<file path="src/rtl/tbc_defines.vh">
// Constants, offsets and field layouts shared by the time base counter files.
//
// Notes on behaviour
// Slow divider halves the slow source clock stage by stage, 32 kHz down to 1 Hz.
// After reset the slow divider counts from zero on slow source falling edges.
// Falling edges of the 128, 32, 16 and 2 Hz taps raise base interrupts.
// Every slow divider tap is also offered as a clock to other peripherals.
// Tap readout returns 128 Hz in bit 0 up to 1 Hz in bit 7.
// Any write to tap readout clears the 128 Hz to 1 Hz stages; data ignored.
// A one-to-zero fall caused by that clear raises the interrupt as usual.
// Software reads tap readout twice and accepts the value only when both match.
// Fast divider is a four-bit counter dividing the fast source clock by 1 to 16.
// Divide code bits 3 to 0 select 1/(16 - code); reset code 0 gives 1/16.
// Fast divider output serves as fast base clock for timers and the PWM unit.
// Trim is 11 bits: low byte bits 7-0, high bits 1-0 magnitude, bit 2 sign.
// Trim is two's complement, one step is 1/2097152 of the rate.
// Trim affects only the 8 kHz to 1 Hz taps, never the source or 32/16 kHz.
// Low trim register takes byte access and word access covering both trim bytes.
// The block supplies the reference signal for the timer frequency measurement mode.
// Trim inserts or drops count steps in the stage feeding the 8 kHz tap.
// Fast divider reloads at the selected n, one output period per n source cycles.

`ifndef TBC_DEFINES_VH
`define TBC_DEFINES_VH

// Register byte addresses.
`define TBC_ADDR_W 16
`define TBC_OFS_TAP_READ 16'hF00A
`define TBC_OFS_DIV_SEL 16'hF00B
`define TBC_OFS_TRIM_LO 16'hF00C
`define TBC_OFS_TRIM_HI 16'hF00D
`define TBC_OFS_IRQ_STAT 16'hF010
`define TBC_OFS_IRQ_MASK 16'hF011

// Reset values.
`define TBC_RST_BYTE 8'h00
`define TBC_RST_DIV_CODE 4'h0
`define TBC_RST_TRIM_HI 3'h0
`define TBC_RST_IRQ 4'h0
`define TBC_RST_CHAIN 15'h0000

// Field positions.
`define TBC_DIV_CODE_MSB 3
`define TBC_TRIM_HI_MSB 2
`define TBC_TRIM_SIGN_BIT 10
`define TBC_TRIM_W 11

// Slow divider chain: bit k has a period of 2^(k+1) slow source periods.
`define TBC_CHAIN_W 15
`define TBC_TAP_16KHZ 0
`define TBC_TAP_8KHZ 1
`define TBC_TAP_128HZ 7
`define TBC_TAP_32HZ 9
`define TBC_TAP_16HZ 10
`define TBC_TAP_2HZ 13
`define TBC_TAP_1HZ 14

// Trim accumulator: one step is 1/2^21 = 1/2097152 of the rate.
`define TBC_FRAC_W 21

// Interrupt status and mask bit positions.
`define TBC_IRQ_W 4
`define TBC_IRQ_128HZ 0
`define TBC_IRQ_32HZ 1
`define TBC_IRQ_16HZ 2
`define TBC_IRQ_2HZ 3

`endif

</file>
<file path="src/rtl/tbc_fast_div.v">
// Programmable 1/n divider producing the fast base clock.
`include "tbc_defines.vh"

module tbc_fast_div (
   input wire clk_in,
   input wire nrst_in,
   input wire ce_in,
   input wire src_in,
   input wire [`TBC_DIV_CODE_MSB:0] code_in,
   output reg fbclk_out,
   output reg tick_out
);

   reg src_prev_ff;
   reg [3:0] cnt_ff;
   reg [3:0] nxt_cnt;
   reg nxt_tick;
   reg nxt_fbclk;
   wire rise;
   wire [3:0] last;
   wire [4:0] half;

   assign rise = src_in & ~src_prev_ff;
   // Code to ratio
   // The terminal count is n - 1 = 15 - code, the bitwise inverse of the code.
   assign last = ~code_in;
   assign half = ({1'b0, last} + 5'h02) >> 1;

   always @* begin
      nxt_cnt = cnt_ff;
      nxt_tick = 1'b0;
      // Fast reload at n
      if (rise) begin
         if (cnt_ff >= last) begin
            nxt_cnt = 4'h0;
            nxt_tick = 1'b1;
         end else begin
            nxt_cnt = cnt_ff + 4'h1;
         end
      end
      // Divide by one passes the source through, one sample later.
      if (code_in == 4'hF) begin
         nxt_fbclk = src_in;
      end else begin
         nxt_fbclk = ({1'b0, nxt_cnt} < half);
      end
   end

   // Fast divider count
   always @(posedge clk_in or negedge nrst_in) begin
      if (!nrst_in) begin
         src_prev_ff <= 1'b0;
         cnt_ff <= 4'h0;
         fbclk_out <= 1'b0;
         tick_out <= 1'b0;
      end else if (ce_in) begin
         src_prev_ff <= src_in;
         cnt_ff <= nxt_cnt;
         fbclk_out <= nxt_fbclk;
         tick_out <= nxt_tick;
      end
   end

endmodule

</file>
<file path="src/rtl/tbc_top.v">
// Time base counter: slow divider chain with trim, fast divider and register port.
`include "tbc_defines.vh"

module tbc_top #(
   parameter MEAS_REF_TAP = `TBC_TAP_128HZ
) (
   input wire clk_in,
   input wire nrst_in,
   input wire ce_in,
   input wire slow_source_clock_in,
   input wire fast_source_clock_in,
   input wire [`TBC_ADDR_W-1:0] bus_addr_in,
   input wire [15:0] bus_wdata_in,
   input wire bus_word_in,
   input wire bus_wr_in,
   input wire bus_rd_in,
   output reg [15:0] bus_rdata_out,
   output reg irq_out,
   output reg [`TBC_IRQ_W-1:0] base_tick_out,
   output reg tap_32khz_out,
   output reg [`TBC_CHAIN_W-1:0] slow_taps_out,
   output wire fast_base_clock_out,
   output wire fast_base_tick_out,
   output reg freq_meas_ref_out
);

   ////////////////////////////////////////////////////////////////////////////
   // Declarations.

   reg src_prev_ff;
   reg [`TBC_CHAIN_W-1:0] chain_ff;
   reg [`TBC_CHAIN_W-1:0] nxt_chain;
   reg [`TBC_DIV_CODE_MSB:0] divide_code_ff;
   reg [7:0] trim_low_ff;
   reg [`TBC_TRIM_HI_MSB:0] trim_high_ff;
   reg [`TBC_IRQ_W-1:0] irq_stat_ff;
   reg [`TBC_IRQ_W-1:0] irq_mask_ff;
   reg [`TBC_IRQ_W-1:0] nxt_irq_stat;
   reg [`TBC_IRQ_W-1:0] tap_fall;
   reg [15:0] nxt_rdata;
   reg [`TBC_CHAIN_W-2:0] upper_inc;

   wire slow_fall;
   wire upper_step;
   wire trim_extra;
   wire trim_skip;
   wire [`TBC_TRIM_W-1:0] trim_value;
   wire wr_tap;
   wire wr_div;
   wire wr_trim_lo;
   wire wr_trim_hi;
   wire wr_mask;
   wire rd_stat;
   wire word_at_trim;

   ////////////////////////////////////////////////////////////////////////////
   // Address decode.

   // Trim word access
   // A word access is honoured only at the low trim address; elsewhere the
   // word flag is ignored and the access acts on the single addressed byte.
   assign word_at_trim = bus_word_in && (bus_addr_in == `TBC_OFS_TRIM_LO);
   assign wr_tap = bus_wr_in && (bus_addr_in == `TBC_OFS_TAP_READ);
   assign wr_div = bus_wr_in && (bus_addr_in == `TBC_OFS_DIV_SEL);
   assign wr_trim_lo = bus_wr_in && (bus_addr_in == `TBC_OFS_TRIM_LO);
   assign wr_trim_hi = bus_wr_in && ((bus_addr_in == `TBC_OFS_TRIM_HI) || word_at_trim);
   assign wr_mask = bus_wr_in && (bus_addr_in == `TBC_OFS_IRQ_MASK);
   assign rd_stat = bus_rd_in && (bus_addr_in == `TBC_OFS_IRQ_STAT);

   // Trim field layout
   assign trim_value = {trim_high_ff, trim_low_ff};

   ////////////////////////////////////////////////////////////////////////////
   // Slow divider chain.

   // Slow source fall
   // The slow source is sampled as a plain synchronous level; the chain counts
   // only when a high sample is followed by a low one.
   assign slow_fall = src_prev_ff & ~slow_source_clock_in;

   // The stage feeding the 8 kHz tap steps whenever the 16 kHz stage falls.
   assign upper_step = slow_fall & chain_ff[`TBC_TAP_16KHZ];

   tbc_trim_acc u_trim (
      .clk_in(clk_in),
      .nrst_in(nrst_in),
      .ce_in(ce_in),
      .step_in(upper_step),
      .trim_in(trim_value),
      .extra_out(trim_extra),
      .skip_out(trim_skip)
   );

   always @* begin
      nxt_chain = chain_ff;
      upper_inc = {(`TBC_CHAIN_W - 1){1'b0}};
      // Halving chain steps
      if (slow_fall) begin
         nxt_chain[`TBC_TAP_16KHZ] = ~chain_ff[`TBC_TAP_16KHZ];
      end
      // Trim step insertion
      // An extra step advances the 8 kHz-and-below counter by two, a dropped
      // step holds it; the 16 kHz stage and the source stay untouched.
      if (upper_step) begin
         if (trim_extra) begin
            upper_inc = {{(`TBC_CHAIN_W - 3){1'b0}}, 2'b10};
         end else if (trim_skip) begin
            upper_inc = {(`TBC_CHAIN_W - 1){1'b0}};
         end else begin
            upper_inc = {{(`TBC_CHAIN_W - 2){1'b0}}, 1'b1};
         end
      end
      nxt_chain[`TBC_CHAIN_W-1:`TBC_TAP_8KHZ] = chain_ff[`TBC_CHAIN_W-1:`TBC_TAP_8KHZ] + upper_inc;
      // Readout write clear
      // The clear wins over a count step landing in the same cycle, so the
      // 128 Hz to 1 Hz stages always read zero right after the write.
      if (wr_tap) begin
         nxt_chain[`TBC_TAP_1HZ:`TBC_TAP_128HZ] = 8'h00;
      end
   end

   // Tap falling edges
   // Edges are taken between the present and next chain value, so a fall
   // caused by the write clear is seen exactly like a counting fall.
   always @* begin
      tap_fall[`TBC_IRQ_128HZ] = chain_ff[`TBC_TAP_128HZ] & ~nxt_chain[`TBC_TAP_128HZ];
      tap_fall[`TBC_IRQ_32HZ] = chain_ff[`TBC_TAP_32HZ] & ~nxt_chain[`TBC_TAP_32HZ];
      tap_fall[`TBC_IRQ_16HZ] = chain_ff[`TBC_TAP_16HZ] & ~nxt_chain[`TBC_TAP_16HZ];
      tap_fall[`TBC_IRQ_2HZ] = chain_ff[`TBC_TAP_2HZ] & ~nxt_chain[`TBC_TAP_2HZ];
   end

   // Chain counts from zero
   always @(posedge clk_in or negedge nrst_in) begin
      if (!nrst_in) begin
         src_prev_ff <= 1'b0;
         chain_ff <= `TBC_RST_CHAIN;
      end else if (ce_in) begin
         src_prev_ff <= slow_source_clock_in;
         chain_ff <= nxt_chain;
      end
   end

   ////////////////////////////////////////////////////////////////////////////
   // Tap and reference outputs.

   // Taps to peripherals
   // All taps are re-registered together so that peripherals see the chain
   // value one cycle after it settles, with the 32 kHz copy aligned to it.
   always @(posedge clk_in or negedge nrst_in) begin
      if (!nrst_in) begin
         tap_32khz_out <= 1'b0;
         slow_taps_out <= `TBC_RST_CHAIN;
         base_tick_out <= `TBC_RST_IRQ;
         freq_meas_ref_out <= 1'b0;
      end else if (ce_in) begin
         tap_32khz_out <= src_prev_ff;
         slow_taps_out <= chain_ff;
         // Base tick pulses
         base_tick_out <= tap_fall;
         // Measurement reference
         freq_meas_ref_out <= chain_ff[MEAS_REF_TAP];
      end
   end

   ////////////////////////////////////////////////////////////////////////////
   // Fast divider.

   // Fast base clock
   tbc_fast_div u_fast (
      .clk_in(clk_in),
      .nrst_in(nrst_in),
      .ce_in(ce_in),
      .src_in(fast_source_clock_in),
      .code_in(divide_code_ff),
      .fbclk_out(fast_base_clock_out),
      .tick_out(fast_base_tick_out)
   );

   ////////////////////////////////////////////////////////////////////////////
   // Control registers.

   always @(posedge clk_in or negedge nrst_in) begin
      if (!nrst_in) begin
         divide_code_ff <= `TBC_RST_DIV_CODE;
         trim_low_ff <= `TBC_RST_BYTE;
         trim_high_ff <= `TBC_RST_TRIM_HI;
         irq_mask_ff <= `TBC_RST_IRQ;
      end else if (ce_in) begin
         // Divide code write
         if (wr_div) begin
            divide_code_ff <= bus_wdata_in[`TBC_DIV_CODE_MSB:0];
         end
         // Trim byte writes
         if (wr_trim_lo) begin
            trim_low_ff <= bus_wdata_in[7:0];
         end
         if (wr_trim_hi) begin
            if (word_at_trim) begin
               trim_high_ff <= bus_wdata_in[8+`TBC_TRIM_HI_MSB:8];
            end else begin
               trim_high_ff <= bus_wdata_in[`TBC_TRIM_HI_MSB:0];
            end
         end
         if (wr_mask) begin
            irq_mask_ff <= bus_wdata_in[`TBC_IRQ_W-1:0];
         end
      end
   end

   ////////////////////////////////////////////////////////////////////////////
   // Interrupt status.

   // Sticky base events
   // A tap fall in the same cycle as the status read stays set, so no
   // event is lost between the read and the clear.
   always @* begin
      nxt_irq_stat = irq_stat_ff;
      if (rd_stat) begin
         nxt_irq_stat = `TBC_RST_IRQ;
      end
      nxt_irq_stat = nxt_irq_stat | tap_fall;
   end

   always @(posedge clk_in or negedge nrst_in) begin
      if (!nrst_in) begin
         irq_stat_ff <= `TBC_RST_IRQ;
         irq_out <= 1'b0;
      end else if (ce_in) begin
         irq_stat_ff <= nxt_irq_stat;
         irq_out <= |(nxt_irq_stat & irq_mask_ff);
      end
   end

   ////////////////////////////////////////////////////////////////////////////
   // Read data.

   // Read mux and readout
   // The readout byte is a live sample of a running counter; software must
   // compare two reads, the hardware adds no snapshot.
   always @* begin
      nxt_rdata = 16'h0000;
      if (bus_rd_in) begin
         case (bus_addr_in)
            `TBC_OFS_TAP_READ: begin
               nxt_rdata = {8'h00, chain_ff[`TBC_TAP_1HZ:`TBC_TAP_128HZ]};
            end
            `TBC_OFS_DIV_SEL: begin
               nxt_rdata = {12'h000, divide_code_ff};
            end
            `TBC_OFS_TRIM_LO: begin
               if (bus_word_in) begin
                  nxt_rdata = {5'h00, trim_high_ff, trim_low_ff};
               end else begin
                  nxt_rdata = {8'h00, trim_low_ff};
               end
            end
            `TBC_OFS_TRIM_HI: begin
               nxt_rdata = {13'h0000, trim_high_ff};
            end
            `TBC_OFS_IRQ_STAT: begin
               nxt_rdata = {12'h000, irq_stat_ff};
            end
            `TBC_OFS_IRQ_MASK: begin
               nxt_rdata = {12'h000, irq_mask_ff};
            end
            default: begin
               nxt_rdata = 16'h0000;
            end
         endcase
      end
   end

   // Read data is held for one cycle only and returns to zero afterwards.
   always @(posedge clk_in or negedge nrst_in) begin
      if (!nrst_in) begin
         bus_rdata_out <= 16'h0000;
      end else if (ce_in) begin
         bus_rdata_out <= nxt_rdata;
      end
   end

endmodule

</file>
<file path="src/rtl/tbc_trim_acc.v">
// Fractional rate trim accumulator for the stage feeding the 8 kHz tap.
`include "tbc_defines.vh"

module tbc_trim_acc (
   input wire clk_in,
   input wire nrst_in,
   input wire ce_in,
   input wire step_in,
   input wire [`TBC_TRIM_W-1:0] trim_in,
   output wire extra_out,
   output wire skip_out
);

   reg [`TBC_FRAC_W-1:0] acc_ff;
   wire [`TBC_FRAC_W:0] sum;
   wire wrap;

   // Trim accum steps
   // The carry out of the 21-bit fraction marks a whole count gained or lost.
   // With a sign-extended addend, a wrap means an overflow for positive trim
   // and a borrow for negative trim, so one bit serves both directions.
   assign sum = {1'b0, acc_ff} + {{(`TBC_FRAC_W + 1 - `TBC_TRIM_W){trim_in[`TBC_TRIM_SIGN_BIT]}}, trim_in};
   assign wrap = sum[`TBC_FRAC_W];
   assign extra_out = step_in & wrap & ~trim_in[`TBC_TRIM_SIGN_BIT];
   assign skip_out = step_in & wrap & trim_in[`TBC_TRIM_SIGN_BIT];

   always @(posedge clk_in or negedge nrst_in) begin
      if (!nrst_in) begin
         acc_ff <= {`TBC_FRAC_W{1'b0}};
      end else if (ce_in && step_in) begin
         acc_ff <= sum[`TBC_FRAC_W-1:0];
      end
   end

endmodule
</file>
<file path="config.mk">
export PLATFORM = sky130hd
export DESIGN_NAME = tbc_top
export DESIGN_NICKNAME = d
export VERILOG_FILES = /design/src/rtl/tbc_fast_div.v /design/src/rtl/tbc_top.v /design/src/rtl/tbc_trim_acc.v
export VERILOG_INCLUDE_DIRS = /design/src /design/src/rtl
export SDC_FILE = /design/constraint.sdc
export NUM_CORES = 1
export LEC_CHECK = 0
export ABC_AREA = 1
export BUFFER_PORTS_ARGS = -buffer_cell sky130_fd_sc_hd__buf_2
export CELL_PAD_IN_SITES_DETAIL_PLACEMENT = 1
export CELL_PAD_IN_SITES_GLOBAL_PLACEMENT = 1
export CORE_MARGIN = 4
export CORE_UTILIZATION = 47
export CTS_BUF_LIST = sky130_fd_sc_hd__clkbuf_4
export DETAILED_ROUTE_END_ITERATION = 10
export GPL_TIMING_DRIVEN = 0
export MAX_ROUTING_LAYER = met4
export PLACE_DENSITY = 0.89
export REMOVE_ABC_BUFFERS = 1
export SLEW_MARGIN = 20
export SYNTH_ARGS = -nofsm -noshare
export SYNTH_HDL_FRONTEND = slang
export SYNTH_HIERARCHICAL = 1
export SYNTH_SLANG_ARGS = --single-unit
</file>
<file path="constraint.sdc">
create_clock -name clk_in -period 7.3 [get_ports clk_in]
set_clock_uncertainty 0.05 [all_clocks]
set_input_delay 1.095 -clock clk_in [delete_from_list [all_inputs] [get_ports clk_in]]
set_output_delay 1.095 -clock clk_in [all_outputs]
set_load 0.03 [all_outputs]
</file>
==> results summary, run 1 <==
The die outline height came out at 125 um. The origin of the critical flop-to-flop path is trim_high_ff[2]. The post-synthesis instance area is 0.00641 mm2. Headroom to the max-slew limit came out at between 40% and 50%.

Of all nets on the critical path, the largest fanout is 14. The routed design could run at a clock period as short as a little over 4 ns. The cell seen most often among critical-path stages is sky130_fd_sc_hd__nand2_1. For this run, the number of Yosys warnings is 6.

The count of mapped cells out of synthesis is 894. The number of clock sinks came out at 99. Hold is met by 0.433 ns.

The overall global routing resource usage came out at 24.3%. The signed area change from the synthesized netlist to the final layout came out at 10.0%. The most frequently used cell type in the post-synthesis netlist is sky130_fd_sc_hd__nand2_1. The area share of the leading cell type in the synthesized netlist came out at a little under 40%. The post-synthesis cell type with the largest combined area is sky130_fd_sc_hd__dfrtp_1. The power per cell area is 282 mW/mm2. The synthesized area divided by synthesized cell count is 7.17 um2. The analysis attributes to cell leakage a power of 3.93 nW. Across all setup checks in the final design, the least slack found is 3.22 ns. The CTS tree is done.

80 I/O pins were placed. Measured in cells, the most critical reg-to-reg path has a length of 25. Fill cells in the final layout number 1806. Synthesis instantiated 44 different standard cells from the library. The longest clock path from root to sink contains 2 buffers. The maximum number of pins on one net before global-route repair came out at 60.

The row count came out at 42. The fraction of synthesis flops using an asynchronous set or reset pin is 100%. The aggregate routed wire length came out at 17800 um.

The synthesis-stage register bit count is just under 100. The final-report max-slew violation count is 0. The cell at the root of the clock tree is sky130_fd_sc_hd__clkbuf_4. The number of global-route vias before repair came out at 6234. By area the synthesized netlist is led by sky130_fd_sc_hd__dfrtp_1 (39%), sky130_fd_sc_hd__nand2_1 (19%), sky130_fd_sc_hd__inv_1 (6.5%).

The number of enable-type register cells in the synthesized netlist came out at 0. The number of DRC violations after detailed routing came out at 0. After clock tree synthesis, the clock-pin slew on the worst setup and hold paths is 0.18 ns. Setup repair after global routing left no endpoint under its margin.

Across the VDD grid, the largest voltage drop is 183 uV. The post-route netlist has a little over an eighth of its cells at a drive strength greater than 1. The final number of setup-violating endpoints came out at 0.

The first-pass GRT wire length is 30300 um. For this run, the top clock speed supported by timing is 0.245 GHz. The initial core utilization came out at 48.2%.

The endpoint identified for the worst register-to-register timing path is irq_out. The type of the most critical hold path is in2async. The average vias per placed instance is 5.26.

At the pin with the least slew margin, the transition time is 0.842 ns. The detailed placement HPWL is 13700 um. The capturing element type of the critical path is a flip-flop. The routed length per placed instance is about 16 um. The post-cts repair resize count came out at 0. The final-report hold violation count came out at 0. The sequential cell area fraction in the yosys report came out at about two fifths. The flow ran to the end, and the final reports show no timing, DRC or antenna violations. The clock latency on the worst-skew pair is 0.50 ns. The first detailed-routing pass took 5 iterations. The total CTS buffers is 9. The critical path is of the reg2reg type. The number of I/O port buffers is a little under 70. Across all register-to-register paths, the minimum setup slack is 3.22 ns. The number of vias in the routed layout is 5982. The portion of the clock cycle consumed by the worst path in the final layout is 55.9%. For this run, the leading register cell type out of synthesis is sky130_fd_sc_hd__dfrtp_1.

At the worst endpoint, the required time is 7.66 ns. After routing, the total negative slack on setup checks comes to 0 ns. The highest cell delay on the worst timing path is 0.77 ns. The maximum level of the CTS H-tree is 3.

After floorplanning, the core was sized to cover 0.0133 mm2. The data arrival time of the critical path came out at 4.45 ns. The count of routing violations after the opening detailed-route iteration came out at 332.

The total congestion overflow after global routing came out at 0. The number of antenna violations at the first check in global routing is 1. The remaining antenna violation count came out at 0.

Across the run, the number of max-cap violations was 0. In the final design database the tool counted approximately 1000 nets. The die outline width came out at 125 um. The number of buffers added for setup after CTS is 0. The slowest stage cell on the critical path is sky130_fd_sc_hd__dfrtp_1.

The full die area came out at 0.0156 mm2. The worst setup path is launched from a flip-flop. At the placement stage, the worst setup path has a slack of 3.19 ns. In this run the cell area measured after placement is 0.00693 mm2. The final cell area excluding filler cells came out at 0.00705 mm2. Hold repair after CTS inserted 0 buffers.

The congestion estimate from routability-driven global placement came to roughly 0.90. The commonest cells after synthesis are sky130_fd_sc_hd__nand2_1 (321), sky130_fd_sc_hd__inv_1 (111), sky130_fd_sc_hd__dfrtp_1 (99), sky130_fd_sc_hd__nand3_1 (63), sky130_fd_sc_hd__nor2_1 (56).
## through the flow
step | cells | utilization (%) | total power [W]
final | 1138 | 53.1 | 0.00199
after global routing | 1138 | 53.1 | 0.00218
after CTS | 1137 | 53.0 | 0.00200
after detailed placement | 1122 | 52.1 | 0.00170
after global placement | 1120 | 51.6 | 0.00165
after floorplan | 875 | - | 0.00144
## cell usage in the layout, fill, tap and decap left out, types with 6 or more instances in the layout
cell type,n
sky130_fd_sc_hd__inv_1,110
sky130_fd_sc_hd__nor2_1,56
sky130_fd_sc_hd__dfrtp_1,99
sky130_fd_sc_hd__a21oi_1,20
sky130_fd_sc_hd__o21ai_1,16
sky130_fd_sc_hd__ha_1,32
sky130_fd_sc_hd__nand3_1,63
sky130_fd_sc_hd__inv_2,7
sky130_fd_sc_hd__nand2_1,320
sky130_fd_sc_hd__xor2_1,12
sky130_fd_sc_hd__xnor2_1,6
sky130_fd_sc_hd__nand4_1,15
sky130_fd_sc_hd__clkbuf_4,9
sky130_fd_sc_hd__o21ai_0,42
sky130_fd_sc_hd__nor2_2,13
sky130_fd_sc_hd__nand2_2,7
sky130_fd_sc_hd__buf_2,68
sky130_fd_sc_hd__nand3b_1,7
## critical path, delay by kind of cell, from the launching register on
kind	cells	cell delay (ns)
buf+inv	4	0.28
flops	1	0.77
simple gates	16	1.44
fa+ha+maj	3	1.08
compound gates	2	0.39
## cell type report
class	instances	area [um2]	share of cell area, %
Antenna cell	1	2.50	0.0355
Clock buffer	9	67.6	0.958
Clock inverter	6	56.3	0.798
Inverter	118	448	6.35
Multi-Input combinational cell	658	3380	47.9
Sequential cell	99	2480	35.1
Tap cell	176	220	3.12
Timing Repair Buffer	71	407	5.76
## worst max-delay path by stage
stage	from	to	slack, ns	cells past startpoint
final	trim_high_ff[2]	irq_out	3.22	25
after CTS	trim_high_ff[2]	irq_out	3.17	25
after global routing	trim_high_ff[2]	irq_out	2.70	25
after global placement	trim_high_ff[2]	irq_out	3.30	25
after floorplan	trim_high_ff[2]	irq_out	3.98	25
after detailed placement	trim_high_ff[2]	irq_out	3.19	25
## kinds of logic (layout without fill, tap and decap cells)
logic type / count (synthesis) / in the layout / share of synthesized area [%]
other cells: 1 / 6 / 0.0585
flops: 99 / 99 / 38.6
fa+ha+maj: 34 / 34 / 6.87
buf+inv: 141 / 204 / 8.98
xor+xnor: 18 / 18 / 2.46
compound gates: 92 / 92 / 7.90
simple gates: 506 / 506 / 34.6
mux: 3 / 3 / 0.468
## power breakdown
group / internal, W / switching [W] / leakage (nW)
Clock: 0.0000760 / 0.000220 / 0.0668
Combinational: 0.000344 / 0.000639 / 2.60
Sequential: 0.000644 / 0.0000703 / 1.26
## routing by layer
layer	part of all wire, %	global-route usage, %
met3	3.8	3.34
met2	49	40.1
met4	1.5	6.45
met5	0	-
met1	46	31.7
## sequential cells by signal, summed over array words and instances, names as in the netlist
| signal | flops |
|---|---|
| slow_taps_out | 15 |
| base_tick_out | 4 |
| irq_out | 1 |
| irq_stat_ff | 4 |
| u_fast/tick_out | 1 |
| irq_mask_ff | 4 |
| src_prev_ff | 1 |
| chain_ff | 15 |
| trim_low_ff | 8 |
| u_trim/acc_ff | 21 |
| tap_32khz_out | 1 |
| u_fast/cnt_ff | 4 |
| u_fast/fbclk_out | 1 |
| trim_high_ff | 3 |
| divide_code_ff | 4 |
| bus_rdata_out | 11 |
| u_fast/src_prev_ff | 1 |
(Power assumes the default switching activity.)
==> run 2, diff against run 1 <==
Settings changed: CORE_UTILIZATION 47 to 44, PLACE_DENSITY 0.89 to 0.84.
Clock period 7.3 ns to 4.3 ns, I/O delays scaled along.
==> run 2 against run 1 <==
Sequential cell count stayed put. Utilization is 2.2 points lower. Routed wire length is 1.9% higher. Power is 76% higher. First-iteration DRC count is 8.1% higher. Cell count is 0.79% higher. Non-clock buffer count is 4 higher. Highest routed layer unchanged.
==> results summary, run 2 (synthesized netlist as in run 1, its figures left out) <==
The aggregate routed wire length came out at 18100 um. The worst reg2reg path depth came out at 25. The detailed placement HPWL is between 10000 and 15000 um. The final hold slack came out at between 0.2 and 0.3 ns. The number of I/O port buffers came out at 69. The post-placement cell count is 1126. At the end of routability-driven placement, the weighted congestion stood at 0.872. The worst-case headroom to the max-slew limit is 44.6%.

The most common cell after layout, fill and taps aside is sky130_fd_sc_hd__nand2_1. After floorplanning, the core was divided into 43 placement rows. The count of routing violations after the opening detailed-route iteration is between 300 and 400. In this run the most critical hold path is launched from bus_wdata_in[5]. The portion of the clock cycle consumed by the worst path in the final layout came out at 92.3%. The final critical delay including setup and external delays came out at 3.97 ns. The critical path is of the reg2reg type. The final number of setup-violating endpoints is 0. In this design, the critical path's most frequently occurring cell is sky130_fd_sc_hd__nand2_1. Across the run, the number of max-cap violations was 0. The maximum root-to-sink buffer count is 2. The number of cells on the worst hold path came out at 3. The floorplan step set the die height to ~130 um.

Counting every sink on the clock net gives ~100. Leaving out fill and tap cells, the most frequent cells in the layout are sky130_fd_sc_hd__nand2_1 (320), sky130_fd_sc_hd__inv_1 (110), sky130_fd_sc_hd__dfrtp_1 (98). The clock latency on the worst-skew pair is 0.52 ns. The capturing element type of the critical path is a flip-flop. The number of antenna violations at the first check in global routing is 1. Counting flops per register, the top entry is u_trim/acc_ff.

In this run the static leakage power is 3.97 nW. The path with the worst hold slack has its endpoint at trim_low_ff[5]. The highest cell delay on the worst timing path is 0.53 ns. The number of vias in the routed layout came out at just under 6000. After clock tree synthesis, the clock-pin slew on the worst setup and hold paths is roughly 0.18 ns. The register with the most flip-flops in the layout has 21 of them. Derived from the worst setup path, the maximum achievable clock frequency is 0.252 GHz.

The peak supply drop is ~250 uV. In this run the clock root is driven by a sky130_fd_sc_hd__clkbuf_4. The number of DRC violations after detailed routing came out at 0. The highest fanout seen on the critical path came out at 7. The maximum number of pins on one net before global-route repair came out at 58. The power per cell area came out at 490 mW/mm2.

The final-report hold violation count is 0. Measured along the x axis, the die boundary spans ~130 um. The remaining antenna violation count came out at 0. The worst register-to-register path ends at irq_out. The flow ran to the end, and the final reports show no timing, DRC or antenna violations. The data arrival time of the critical path is 4.34 ns. The fraction of layout cells with a size suffix above 1 is 14.7%. The floorplan step defined a core boundary enclosing 0.0141 mm2.

Leaving out filler cells and counting taps, the final layout contains 1147. The largest registers in the layout are u_trim/acc_ff (21), chain_ff (15), slow_taps_out (15). The post-layout net count is 1035. The first global-routing pass estimated 30100 um of wire. The initial core utilization is 45.5%. 80 I/O pins were placed.

The slew at the pin closest to its max-slew limit came out at about 0.83 ns. In the routed layout, each cell is associated on average with a via count of 5.16. The post-route setup TNS came out at 0 ns. TritonCTS built the clock tree. The type of the most critical hold path is in2reg.

The floorplan step defined a die boundary enclosing 0.0166 mm2. The origin of the critical flop-to-flop path is trim_high_ff[2]. After detailed routing, the average wire length per cell comes to between 15 and 20 um. The required time reported for the critical path endpoint came out at 4.67 ns. The maximum level of the CTS H-tree is 3. The slowest stage of the critical path is the sky130_fd_sc_hd__dfrtp_4 cell. For this run the aggregate overflow at the end of global routing stands at 0.

The number of global-route vias before repair is 6145. The count of TritonRoute iterations in the first routing pass came out at 4. Clock tree synthesis inserted a total of 9 buffers.

The final-report max-slew violation count is 0. The slack of the worst reg-to-reg path came out at 0.33 ns. The signed area change from the synthesized netlist to the final layout came out at 11.8%. Global routing consumed, over all layers together, 23.4% of the routing resources.

The worst setup path is launched from a flip-flop. Cells fill 50.8% of the core in the end.
## run 2: cell count changes in the layout (fill, tap and decap cells not counted), sizes merged
cell,before,now
bufinv,0,1
clkinv,2,3
dlygate4sd3,0,1
clkbuf,9,10
clkinvlp,1,0
buf,71,73
## run 2: repair_timing
item / 4_1_cts / 5_1_grt
buffers inserted: 0 / 3
endpoints found under the setup margin: 0 / 3
resized for setup: 0 / 7
hold buffers: 1 / 0
hold endpoints to repair: 42 / 0
## run 2: per-stage QoR
step	instance area (um2)	power [W]	setup WS, ns
floorplan	6300	0.00244	0.980
global placement	6870	0.00280	0.270
detailed placement	6930	0.00289	0.116
CTS	7110	0.00350	0.0490
global route	7170	0.00382	-0.0133
finish	7170	0.00351	0.330
## run 2: power by group
group / internal, W / switching (W) / total [W] / leakage, nW
Clock: 0.000199 / 0.000393 / 0.000593 / 0.0908
Sequential: 0.00109 / 0.000117 / 0.00121 / 1.26
Combinational: 0.000593 / 0.00111 / 0.00171 / 2.62
Total: 0.00188 / 0.00162 / 0.00351 / 3.97
## run 2: critical path, delay by kind of cell (launching register included)
| family | cells | cell delay, ns |
|---|---|---|
| AO/OA/AOI/OAI | 1 | 0.17 |
| adder cells (fa/ha/maj) | 3 | 1.03 |
| buffers and inverters | 5 | 0.44 |
| flip-flops | 1 | 0.53 |
| AND/OR/NAND/NOR | 16 | 1.65 |
## run 2: worst max-delay path by stage
stage          depth (start not counted)  slack, ns  endpoint             from
2_1_floorplan                         25       0.98   irq_out  trim_high_ff[2]
3_5_place_dp                          25       0.12   irq_out  trim_high_ff[2]
6_report                              25       0.33   irq_out  trim_high_ff[2]
3_3_place_gp                          25       0.27   irq_out  trim_high_ff[2]
5_1_grt                               26      -0.01   irq_out  trim_high_ff[2]
4_1_cts                               25       0.05   irq_out  trim_high_ff[2]
## run 2: cell type report
class	instances	area, um2
Antenna cell	1	2.50
Clock buffer	9	67.6
Clock inverter	7	100
Fill cell	1896	6930
Inverter	118	448
Multi-Input combinational cell	658	3390
Sequential cell	99	2480
Tap cell	180	225
Timing Repair Buffer	75	452
## run 2: routing by layer
metal / wire length [um] / GRT usage (%)
met1: 8600 / 30.7
met2: 8730 / 38.8
met3: 544 / 2.86
met4: 214 / 5.99
met5: 0 / -
